==> src/hdl/ccr_pkg.sv <==
/*
 * ccr_pkg: register numbers, field positions and fixed field values of
 * the two core capability registers.
 * assumes: read by ccr_field_pack, ccr_core_config_readback and tb_core_config_readback.
 */
package ccr_pkg;
    localparam int CCR_REGNUM_W = 5;
    localparam int CCR_SEL_W = 3;
    localparam logic [4:0] CCR_REGNUM = 5'h10;
    localparam logic [2:0] CCR_SEL_CAP0 = 3'h0;
    localparam logic [2:0] CCR_SEL_CAP1 = 3'h1;

    // capability 0 layout
    localparam int CCR0_NEXT_BIT = 31;
    localparam int CCR0_IPAD_BIT = 24;
    localparam int CCR0_DSP_BIT = 23;
    localparam int CCR0_UEXT_BIT = 22;
    localparam int CCR0_SBE_BIT = 21;
    localparam int CCR0_MDK_BIT = 20;
    localparam int CCR0_MRG_LSB = 17;
    localparam int CCR0_BURST_BIT = 16;
    localparam int CCR0_END_BIT = 15;
    localparam int CCR0_ISA_LSB = 13;
    localparam int CCR0_REL_LSB = 10;
    localparam int CCR0_POL_LSB = 0;

    localparam logic [1:0] CCR_MERGE_ALLOWED = 2'h2;
    localparam logic [1:0] CCR_ISA_BASE32 = 2'h0;
    localparam logic [2:0] CCR_ISA_REL2 = 3'h1;

    typedef enum logic [2:0] {
        CCR_POL_PREF_UNCACHED = 3'h2,
        CCR_POL_PREF_CACHED = 3'h3
    } ccr_policy_t;
    localparam logic [2:0] CCR_POL_RESET = 3'h2;

    // capability 1 layout
    localparam int CCR1_NEXT_BIT = 31;
    localparam int CCR1_TSIZE_LSB = 25;
    localparam logic [5:0] CCR_TSIZE_NONE = 6'h00;
    localparam int CCR1_PERF_BIT = 4;
    localparam int CCR1_WR_BIT = 3;
    localparam int CCR1_COMP_BIT = 2;
    localparam int CCR1_DBG_BIT = 1;
    localparam int CCR1_FPU_BIT = 0;
endpackage : ccr_pkg

==> src/hdl/ccr_core_config_readback.sv <==
/*
 * ccr_core_config_readback: coprocessor register 16, selects 0 and 1.
 * reads return data one cycle after the strobe; writes to select 0 load
 * only the policy field.
 * assumes: strobes come from core logic on mclk; no synchroniser needed.
 */
`timescale 1ns/100ps
`default_nettype none
// Functional notes
// - capability 0 bit 31 always reads one.
// - instruction scratch-pad presence bit 24 reads zero.
// - data scratch-pad presence bit 23 reads zero.
// - user instruction extension bit 22 reads zero.
// - simple byte-enable bit 21 reads one.
// - multiply-divide kind bit 20 reads zero, fast unit.
// - merge policy bits 18:17 read binary 10.
// - burst order bit 16 reads zero, sequential.
// - endian select bit 15 reads zero, little-endian.
// - family type bits 14:13 read 00.
// - release level bits 12:10 read 001.
// - bits 30:25, 19 and 9:3 of capability 0 read zero.
// - policy bits 2:0 writable, 010 default, 011 recommended, others reserved.
// - capability 1 bit 31 always reads one.
// - translation size bits 30:25 read zero.
// - capability 1 bits 24:5 read zero.
// - performance counter bit 4 reads one.
// - watch register bit 3 reads one.
// - code compression bit 2 reads zero.
// - debug port bit 1 reads one.
// - floating-point bit 0 reads one.
module ccr_core_config_readback
    import ccr_pkg::*;
(
    input wire logic mclk,
    input wire logic reset,
    input wire logic cop_rd,
    input wire logic cop_wr,
    input wire logic [4:0] cop_regnum,
    input wire logic [2:0] cop_sel,
    input wire logic [31:0] cop_wdata,
    output logic [31:0] cop_rdata,
    output logic cop_rvalid,
    output logic cop_hit
);
    typedef struct packed {
        logic [2:0] policy;
        logic [31:0] rdata;
        logic rvalid;
    } ccr_state_t;

    ccr_state_t st_q;
    ccr_state_t st_d;
    logic [31:0] cap0_word;
    logic [31:0] cap1_word;
    logic rd_cap0;
    logic rd_cap1;

    function automatic logic sel_match(
        input logic [4:0] regnum,
        input logic [2:0] sel,
        input logic [2:0] want
    );
        sel_match = (regnum == CCR_REGNUM) && (sel == want);
    endfunction : sel_match

    ccr_field_pack i_ccr_field_pack (
        .cached_segment_policy(st_q.policy),
        .cap0_word(cap0_word),
        .cap1_word(cap1_word)
    );

    assign cop_hit = sel_match(cop_regnum, cop_sel, CCR_SEL_CAP0)
        || sel_match(cop_regnum, cop_sel, CCR_SEL_CAP1);
    assign cop_rdata = st_q.rdata;
    assign cop_rvalid = st_q.rvalid;
    // read strobes per capability word, shared by the checks below
    assign rd_cap0 = cop_rd && sel_match(cop_regnum, cop_sel, CCR_SEL_CAP0);
    assign rd_cap1 = cop_rd && sel_match(cop_regnum, cop_sel, CCR_SEL_CAP1);

    always_comb
    begin
        st_d = st_q;
        st_d.rvalid = cop_rd;
        if (cop_rd)
        begin
            // unmapped selects read zero
            if (sel_match(cop_regnum, cop_sel, CCR_SEL_CAP0))
                st_d.rdata = cap0_word;
            else if (sel_match(cop_regnum, cop_sel, CCR_SEL_CAP1))
                st_d.rdata = cap1_word;
            else
                st_d.rdata = 32'h0000_0000;
        end
        // reserved codes are software's to avoid; stored as written
        if (cop_wr && sel_match(cop_regnum, cop_sel, CCR_SEL_CAP0))
            st_d.policy = cop_wdata[CCR0_POL_LSB +: 3];
    end

    always_ff @(posedge mclk)
    begin
        if (reset)
        begin
            st_q.policy <= CCR_POL_RESET;
            st_q.rdata <= 32'h0000_0000;
            st_q.rvalid <= 1'b0;
        end
        else
            st_q <= st_d;
    end

    property p_cap0_fixed;
        @(posedge mclk) disable iff (reset)
        cop_rd && sel_match(cop_regnum, cop_sel, CCR_SEL_CAP0) |=>
            cop_rvalid && (cop_rdata[31:3] == 29'h1004_8080);
    endproperty
    a_cap0_fixed: assert property (p_cap0_fixed)
        else $error("capability 0 fixed bits wrong");

    property p_cap1_fixed;
        @(posedge mclk) disable iff (reset)
        cop_rd && sel_match(cop_regnum, cop_sel, CCR_SEL_CAP1) |=>
            cop_rvalid && (cop_rdata == 32'h8000_001B);
    endproperty
    a_cap1_fixed: assert property (p_cap1_fixed)
        else $error("capability 1 value wrong");

    property p_policy_write;
        @(posedge mclk) disable iff (reset)
        cop_wr && sel_match(cop_regnum, cop_sel, CCR_SEL_CAP0) && !cop_rd ##1 cop_rd
            && sel_match(cop_regnum, cop_sel, CCR_SEL_CAP0) |=>
            cop_rdata[2:0] == $past(cop_wdata[2:0], 2);
    endproperty
    a_policy_write: assert property (p_policy_write)
        else $error("policy write not read back");

    property p_policy_hold;
        @(posedge mclk) disable iff (reset)
        !(cop_wr && sel_match(cop_regnum, cop_sel, CCR_SEL_CAP0)) |=> $stable(st_q.policy);
    endproperty
    a_policy_hold: assert property (p_policy_hold)
        else $error("policy changed without write");

    property p_rvalid;
        @(posedge mclk) disable iff (reset)
        cop_rd |=> cop_rvalid ##1 (cop_rvalid == $past(cop_rd));
    endproperty
    a_rvalid: assert property (p_rvalid)
        else $error("read answer timing wrong");

    property p_cap0_next;
        @(posedge mclk) disable iff (reset)
        rd_cap0 |=> cop_rdata[CCR0_NEXT_BIT];
    endproperty
    a_cap0_next: assert property (p_cap0_next)
        else $error("capability 0 next bit clear");

    property p_ipad_absent;
        @(posedge mclk) disable iff (reset)
        rd_cap0 |=> !cop_rdata[CCR0_IPAD_BIT];
    endproperty
    a_ipad_absent: assert property (p_ipad_absent)
        else $error("instruction scratch-pad bit set");

    property p_dpad_absent;
        @(posedge mclk) disable iff (reset)
        rd_cap0 |=> !cop_rdata[CCR0_DSP_BIT];
    endproperty
    a_dpad_absent: assert property (p_dpad_absent)
        else $error("data scratch-pad bit set");

    property p_uext_absent;
        @(posedge mclk) disable iff (reset)
        rd_cap0 |=> !cop_rdata[CCR0_UEXT_BIT];
    endproperty
    a_uext_absent: assert property (p_uext_absent)
        else $error("user instruction extension bit set");

    property p_sbe_only;
        @(posedge mclk) disable iff (reset)
        rd_cap0 |=> cop_rdata[CCR0_SBE_BIT];
    endproperty
    a_sbe_only: assert property (p_sbe_only)
        else $error("simple byte-enable bit clear");

    property p_mdiv_fast;
        @(posedge mclk) disable iff (reset)
        rd_cap0 |=> !cop_rdata[CCR0_MDK_BIT];
    endproperty
    a_mdiv_fast: assert property (p_mdiv_fast)
        else $error("multiply-divide kind bit set");

    property p_merge;
        @(posedge mclk) disable iff (reset)
        rd_cap0 |=> cop_rdata[CCR0_MRG_LSB +: 2] == CCR_MERGE_ALLOWED;
    endproperty
    a_merge: assert property (p_merge)
        else $error("merge policy field wrong");

    property p_burst_seq;
        @(posedge mclk) disable iff (reset)
        rd_cap0 |=> !cop_rdata[CCR0_BURST_BIT];
    endproperty
    a_burst_seq: assert property (p_burst_seq)
        else $error("burst order bit set");

    property p_little_endian;
        @(posedge mclk) disable iff (reset)
        rd_cap0 |=> !cop_rdata[CCR0_END_BIT];
    endproperty
    a_little_endian: assert property (p_little_endian)
        else $error("endian select bit set");

    property p_isa_type;
        @(posedge mclk) disable iff (reset)
        rd_cap0 |=> cop_rdata[CCR0_ISA_LSB +: 2] == CCR_ISA_BASE32;
    endproperty
    a_isa_type: assert property (p_isa_type)
        else $error("family type field wrong");

    property p_isa_rel;
        @(posedge mclk) disable iff (reset)
        rd_cap0 |=> cop_rdata[CCR0_REL_LSB +: 3] == CCR_ISA_REL2;
    endproperty
    a_isa_rel: assert property (p_isa_rel)
        else $error("release level field wrong");

    property p_cap0_unused;
        @(posedge mclk) disable iff (reset)
        rd_cap0 |=> cop_rdata[CCR0_NEXT_BIT-1:CCR0_IPAD_BIT+1] == '0
            && !cop_rdata[CCR0_MDK_BIT-1]
            && cop_rdata[CCR0_REL_LSB-1:CCR0_POL_LSB+3] == '0;
    endproperty
    a_cap0_unused: assert property (p_cap0_unused)
        else $error("capability 0 unused bits not zero");

    // reset must leave the prefetch-uncached default behind
    property p_policy_reset;
        @(posedge mclk) disable iff (reset)
        $fell(reset) |-> st_q.policy == CCR_POL_RESET;
    endproperty
    a_policy_reset: assert property (p_policy_reset)
        else $error("policy not default after reset");

    property p_cap1_next;
        @(posedge mclk) disable iff (reset)
        rd_cap1 |=> cop_rdata[CCR1_NEXT_BIT];
    endproperty
    a_cap1_next: assert property (p_cap1_next)
        else $error("capability 1 next bit clear");

    property p_tsize_none;
        @(posedge mclk) disable iff (reset)
        rd_cap1 |=> cop_rdata[CCR1_TSIZE_LSB +: 6] == CCR_TSIZE_NONE;
    endproperty
    a_tsize_none: assert property (p_tsize_none)
        else $error("translation size not zero");

    property p_cap1_unused;
        @(posedge mclk) disable iff (reset)
        rd_cap1 |=> cop_rdata[CCR1_TSIZE_LSB-1:CCR1_PERF_BIT+1] == '0;
    endproperty
    a_cap1_unused: assert property (p_cap1_unused)
        else $error("capability 1 unused bits not zero");

    property p_perf;
        @(posedge mclk) disable iff (reset)
        rd_cap1 |=> cop_rdata[CCR1_PERF_BIT];
    endproperty
    a_perf: assert property (p_perf)
        else $error("performance counter bit clear");

    property p_watch;
        @(posedge mclk) disable iff (reset)
        rd_cap1 |=> cop_rdata[CCR1_WR_BIT];
    endproperty
    a_watch: assert property (p_watch)
        else $error("watch register bit clear");

    property p_comp_absent;
        @(posedge mclk) disable iff (reset)
        rd_cap1 |=> !cop_rdata[CCR1_COMP_BIT];
    endproperty
    a_comp_absent: assert property (p_comp_absent)
        else $error("code compression bit set");

    property p_dbg;
        @(posedge mclk) disable iff (reset)
        rd_cap1 |=> cop_rdata[CCR1_DBG_BIT];
    endproperty
    a_dbg: assert property (p_dbg)
        else $error("debug port bit clear");

    property p_fpu;
        @(posedge mclk) disable iff (reset)
        rd_cap1 |=> cop_rdata[CCR1_FPU_BIT];
    endproperty
    a_fpu: assert property (p_fpu)
        else $error("floating-point bit clear");

    property p_cap1_readonly;
        @(posedge mclk) disable iff (reset)
        cop_wr && sel_match(cop_regnum, cop_sel, CCR_SEL_CAP1) |=> $stable(st_q.policy);
    endproperty
    a_cap1_readonly: assert property (p_cap1_readonly)
        else $error("capability 1 write changed policy");

    c_rd0: cover property (@(posedge mclk) disable iff (reset)
        cop_rd && sel_match(cop_regnum, cop_sel, CCR_SEL_CAP0));
    c_rd1: cover property (@(posedge mclk) disable iff (reset)
        cop_rd && sel_match(cop_regnum, cop_sel, CCR_SEL_CAP1));
    c_wr_cached: cover property (@(posedge mclk) disable iff (reset)
        cop_wr && cop_hit && cop_wdata[2:0] == 3'h3);
    c_rd_unmapped: cover property (@(posedge mclk) disable iff (reset)
        cop_rd && !cop_hit);
    c_wr_then_rd: cover property (@(posedge mclk) disable iff (reset)
        cop_wr && cop_hit ##1 cop_rd && cop_hit);
endmodule : ccr_core_config_readback
`default_nettype wire

==> src/hdl/ccr_field_pack.sv <==
/*
 * ccr_field_pack: assembles both capability words from fixed values and
 * the live cached-segment policy field.
 * assumes: policy comes from a register in the caller.
 */
`timescale 1ns/100ps
`default_nettype none
module ccr_field_pack
    import ccr_pkg::*;
(
    input wire logic [2:0] cached_segment_policy,
    output logic [31:0] cap0_word,
    output logic [31:0] cap1_word
);
    always_comb
    begin
        cap0_word = 32'h0000_0000;
        cap0_word[CCR0_NEXT_BIT] = 1'b1;
        cap0_word[CCR0_IPAD_BIT] = 1'b0;
        cap0_word[CCR0_DSP_BIT] = 1'b0;
        cap0_word[CCR0_UEXT_BIT] = 1'b0;
        cap0_word[CCR0_SBE_BIT] = 1'b1;
        cap0_word[CCR0_MDK_BIT] = 1'b0;
        cap0_word[CCR0_MRG_LSB +: 2] = CCR_MERGE_ALLOWED;
        cap0_word[CCR0_BURST_BIT] = 1'b0;
        cap0_word[CCR0_END_BIT] = 1'b0;
        cap0_word[CCR0_ISA_LSB +: 2] = CCR_ISA_BASE32;
        cap0_word[CCR0_REL_LSB +: 3] = CCR_ISA_REL2;
        cap0_word[CCR0_POL_LSB +: 3] = cached_segment_policy;
        cap1_word = 32'h0000_0000;
        cap1_word[CCR1_NEXT_BIT] = 1'b1;
        cap1_word[CCR1_TSIZE_LSB +: 6] = CCR_TSIZE_NONE;
        cap1_word[CCR1_PERF_BIT] = 1'b1;
        cap1_word[CCR1_WR_BIT] = 1'b1;
        cap1_word[CCR1_COMP_BIT] = 1'b0;
        cap1_word[CCR1_DBG_BIT] = 1'b1;
        cap1_word[CCR1_FPU_BIT] = 1'b1;
    end
endmodule : ccr_field_pack
`default_nettype wire

==> config.mk <==
export PLATFORM = sky130hd
export DESIGN_NAME = ccr_core_config_readback
export DESIGN_NICKNAME = d
export VERILOG_FILES = /design/src/hdl/ccr_pkg.sv /design/src/hdl/ccr_core_config_readback.sv /design/src/hdl/ccr_field_pack.sv
export SDC_FILE = /design/constraint.sdc
export NUM_CORES = 1
export LEC_CHECK = 0
export ABC_AREA = 1
export BUFFER_PORTS_ARGS = -buffer_cell sky130_fd_sc_hd__buf_2
export CORE_MARGIN = 5
export CORE_UTILIZATION = 34
export DETAILED_ROUTE_END_ITERATION = 16
export GPL_TIMING_DRIVEN = 0
export PLACE_DENSITY = 0.86
export SLEW_MARGIN = 20
export SYNTH_ARGS = -nofsm -noshare
export SYNTH_HDL_FRONTEND = slang
export SYNTH_SLANG_ARGS = --single-unit
==> constraint.sdc <==
create_clock -name mclk -period 1.7 [get_ports mclk]
set_input_delay 0.34 -clock mclk [delete_from_list [all_inputs] [get_ports mclk]]
set_output_delay 0.34 -clock mclk [all_outputs]
set_load 0.01 [all_outputs]
-- After elaboration in Yosys (flattened, before gate mapping)
Cells that the tools add are included.
- register bits: 36
- input bits: 44
- output and inout bits: 34
- logic and storage cells: 12
- eq/ne operators: 2
- muxes and demuxes: 2
- reductions and logical operators: 5
- operators by type and width (operator ; count):
    $mux 32 ; 2
    $eq 5x5->1 const B ; 1
    $eq 3x1->1 const B ; 1
    $logic_and 1x1->1 ; 3
    $logic_not 3->1 ; 1
    $logic_or 1x1->1 ; 1

-- Longest topological paths before layout
- word-level depth: 4
- depth in mapped cells: 7
- depth with buffers taken out: 7

-- By module
A second synthesis with hierarchy kept.
- cell total of the unflattened synthesis: 403
- area total of the unflattened synthesis: 2665.1 um2
- modules (own cells, without submodules) (module ; times used ; cells each ; area an instance (um2) ; sequential area each (um2)):
    ccr_core_config_readback ; 1 ; 337 ; 2177.1 ; 720.7
    ccr_field_pack ; 1 ; 66 ; 488.0 ; 0.0

-- Worst setup path after synthesis
No wires, ideal clock.
- path type: input-to-output
- start point: in cop_regnum[1]
- end point: out cop_hit
- data arrival time: 0.804 ns
- required time: 1.360 ns
- setup slack: 0.556 ns
- stages on the path: 5
- path buffers: 0
- path through: inv_1 -> nand2_1 -> nor2_8 -> nand2_1 -> inv_1
- cells in the longest elaborated chain, start to end: 3
- elaborated cells on any way between the ends: 4
- classes of those cells: eq/ne (1); reduce/logical (3)
- ends and longest elaborated chain (item ; RTL line ; source):
    start: declaration ; ccr_core_config_readback.sv:38 ; input wire logic [4:0] cop_regnum,
    $eq 5x5->1 * ; ccr_core_config_readback.sv:63 ; sel_match = (regnum == CCR_REGNUM) && (sel == want);
    $logic_and 1x1->1 ; ccr_core_config_readback.sv:63 ;
    $logic_or 1x1->1 * ; ccr_core_config_readback.sv:73 ; || sel_match(cop_regnum, cop_sel, CCR_SEL_CAP1);
    end: declaration ; ccr_core_config_readback.sv:43 ; output logic cop_hit
Mark *: on every way between the ends. The rest lies on a longest branch, timed or not.

-- Worst setup path after layout
- start point: in cop_regnum[0]
- end point: out cop_hit
Same word-level chain as after synthesis.

==> key figures <==
Power
  – VDD IR max: about 0.27 mV
  – P_leak: 0.578 nW
  – PwrDens: 614 nW/um^2
  – Tot Pwr: 0.000565 W

Drt
  – Via/cell ratio: 3.83
  – DR iter-0 viols: 17
  – Pre-antenna DRT Iters: 4
  – Final WL: about 1500 um
  – Drt drc: 0
  – Remaining antenna violation count: 0
  – DR vias: 620
  – DR WL/cell: 9.06 um

Cells and area
  – Flip-flop and latch area: ~200 um^2
  – Antenna cells: 0
  – Share of cells above drive strength 1: 43.8%
  – Multi-input logic area: 304 um^2
  – Final nets: 182
  – Cell Count, Final, Fillers Out: approximately 160
  – Area grow syn2layout: 41.5%
  – Fill cell count: 189

Clock network
  – Clk_lat worst skew: 0.26 ns
  – Clock buffers created by TritonCTS: 3
  – Clock slew seen by the registers of the worst setup and hold paths: 0.06 ns
  – Hold buffer count at cts: 0
  – CTS resizes: 0
  – TritonCTS clock tree: yes
  – Clk sinks: 10
  – Root Driver: clkbuf_4
  – Clock buffer depth: 2
  – H-Tree Depth: 1
  – Post-CTS Setup Bufs: 0

STA
  – RSZ-0062 raised after global routing: false
  – Layout Skew: around 0.00016 ns
  – Final Hold Viols: 0
  – Fmax: 729 MHz
  – Sum Neg Setup Slack: 0 ns
  – Slew Viols, Final: 0
  – Final setup vio count: 0
  – Tcrit/Tclk final: between 80% and 90%
  – Tmin final: 1.37 ns

Die
  – Die W: between 50 and 60 um
  – Core Rows: 15
  – Starting density of the core: 36.9%
  – Num ports: 78
  – Core Area: 1760 um^2
  – Die Area: 2890 um^2
  – Die Y: 53.7 um

Job
  – Max Cap Viol: 0

Synthesis
  – Post-synthesis sequential area ratio: approximately 31%
  – Post-synth top cells: 26 x buf_4, 14 x nand2_1, 10 x dfxtp_1, 10 x nor2_1, 8 x inv_1
  – Mapped Avg Cell Area: 7.48 um^2
  – Number of synthesized flops with an enable pin: 0
  – Post-synth top area share: 30.8%
  – Distinct cells, synth: 16
  – Yosys top cell by area: dfxtp_1
  – Most frequent cell after synthesis: buf_4
  – FF+latch count, synth: 10
  – Synth top area cells: dfxtp_1 31%, buf_4 30%, nand2_1 8.1%, nor2_1 5.8%, inv_1 4.6%
  – Mapped Area: between 600 and 700 um^2
  – Top FF cell, synth: dfxtp_1
  – Warnings, synthesis: 0
  – Cells after Synth: 87
  – Asr flop ratio synth: 0%

Min path
  – Worst Hold Class: in2reg
  – Hold Startpoint: cop_wdata[0]
  – Hold Path Stages: 3
  – Hold Path End: st_q[33]

GRT
  – Met2 Usage GRT: between 10% and 20%
  – Initial antenna violation count: 0
  – Gr usage total: 11.2%
  – Number of global-route vias before repair: 557
  – First-pass GRT wire length: 2220 um
  – Remaining Overflow, GRT: 0
  – Pin count of the biggest net entering global routing: 9
  – Gr busiest metal: met2
  – GRT met3 Usage: 6.93%
  – Met1 usage: 8.47%

Placed design
  – Placed Cells: 158
  – GP Congestion: 0.696
  – I/O Buffers: 24
  – Final HPWL DP: 1220 um

Status
  – Status: finished clean

Worst setup path
  – Crit path DAT: 1.03 ns
  – FF-to-FF End: cop_rdata[0]
  – Critical path endpoint category: output port
  – Reg2reg setup slack: 1.00 ns
  – Setup CP Type: in2out
  – FF-to-FF Start: cop_rdata[0]
  – Critical Path Fanout Max: 7
  – R2R cell count: 4
  – Crit path required time: between 1 and 1.5 ns
  – Critical path launch point type: input port
## worst max-delay path by stage
stage	from	slack (ns)	depth (start not counted)	to
after floorplan	cop_regnum[1]	0.56	5	cop_hit
after detailed placement	cop_regnum[0]	0.33	7	cop_hit
after global placement	cop_regnum[0]	0.35	7	cop_hit
after CTS	cop_regnum[0]	0.32	7	cop_hit
after global routing	cop_regnum[1]	0.28	7	cop_hit
final	cop_regnum[0]	0.33	7	cop_hit
## final cells by class
| type | count | area share [%] |
|---|---|---|
| inverters | 8 | 3.26 |
| well taps | 25 | 3.40 |
| flip-flops and latches | 10 | 21.7 |
| clock buffers | 4 | 3.94 |
| repair buffers | 24 | 13.0 |
| plain buffers | 27 | 21.6 |
| multi-input cells | 64 | 33.0 |
## flip-flops by register name, summed over array words and instances, names as in the netlist
register	cells
cop_rdata	6
cop_rvalid	1
st_q	3
## cells in the final DEF (no fill, tap or decap), drive strengths merged
master | netlist | final
a21oi | 5 | 5
buf | 26 | 50
clkbuf | 1 | 5
conb | 1 | 23
dfxtp | 10 | 10
inv | 8 | 8
nand2 | 15 | 15
nand3 | 4 | 4
nand4 | 3 | 3
nor2 | 12 | 12
nor3 | 1 | 1
o21ai | 1 | 1
## kinds of logic (layout without fill, tap and decap cells)
group | Yosys count | count (layout) | synth area share, %
AOI/OAI and AO/OA | 6 | 6 | 4.61
DFF | 10 | 10 | 30.8
other | 1 | 23 | 0.576
and+or+nand+nor | 35 | 35 | 28.8
buffers and inverters | 35 | 63 | 35.2
## report_power, final
| part | switching (W) | internal (W) | total, W | leakage, nW |
|---|---|---|---|---|
| clock network | 0.0000866 | 0.000130 | 0.000217 | 0.0210 |
| registers | 0.000000799 | 0.000237 | 0.000238 | 0.0810 |
| logic | 0.0000581 | 0.0000528 | 0.000111 | 0.476 |
## layer usage
metal / vias up / wire length, um
met5: - / 0
met4: 0 / 36
met3: 6 / 212
met2: 33 / 780
met1: 260 / 439
li1: 321 / -
## per-stage QoR
step	setup WS, ns	cell area, um^2	hold slack [ns]	utilization (%)
floorplan	0.556	733	0.429	-
global placement	0.346	885	0.443	50.1
detailed placement	0.331	885	0.455	50.1
CTS	0.321	921	0.300	52.2
global route	0.284	921	0.313	52.2
finish	0.328	921	0.314	52.2
## worst max-delay path, cell delays in order
cell,delay (ns)
buf_2,0.10
nor2_2,0.10
nand2_2,0.09
nor2_8,0.14
nand2_1,0.09
inv_1,0.05
buf_2,0.12
(Power assumes the default switching activity.)
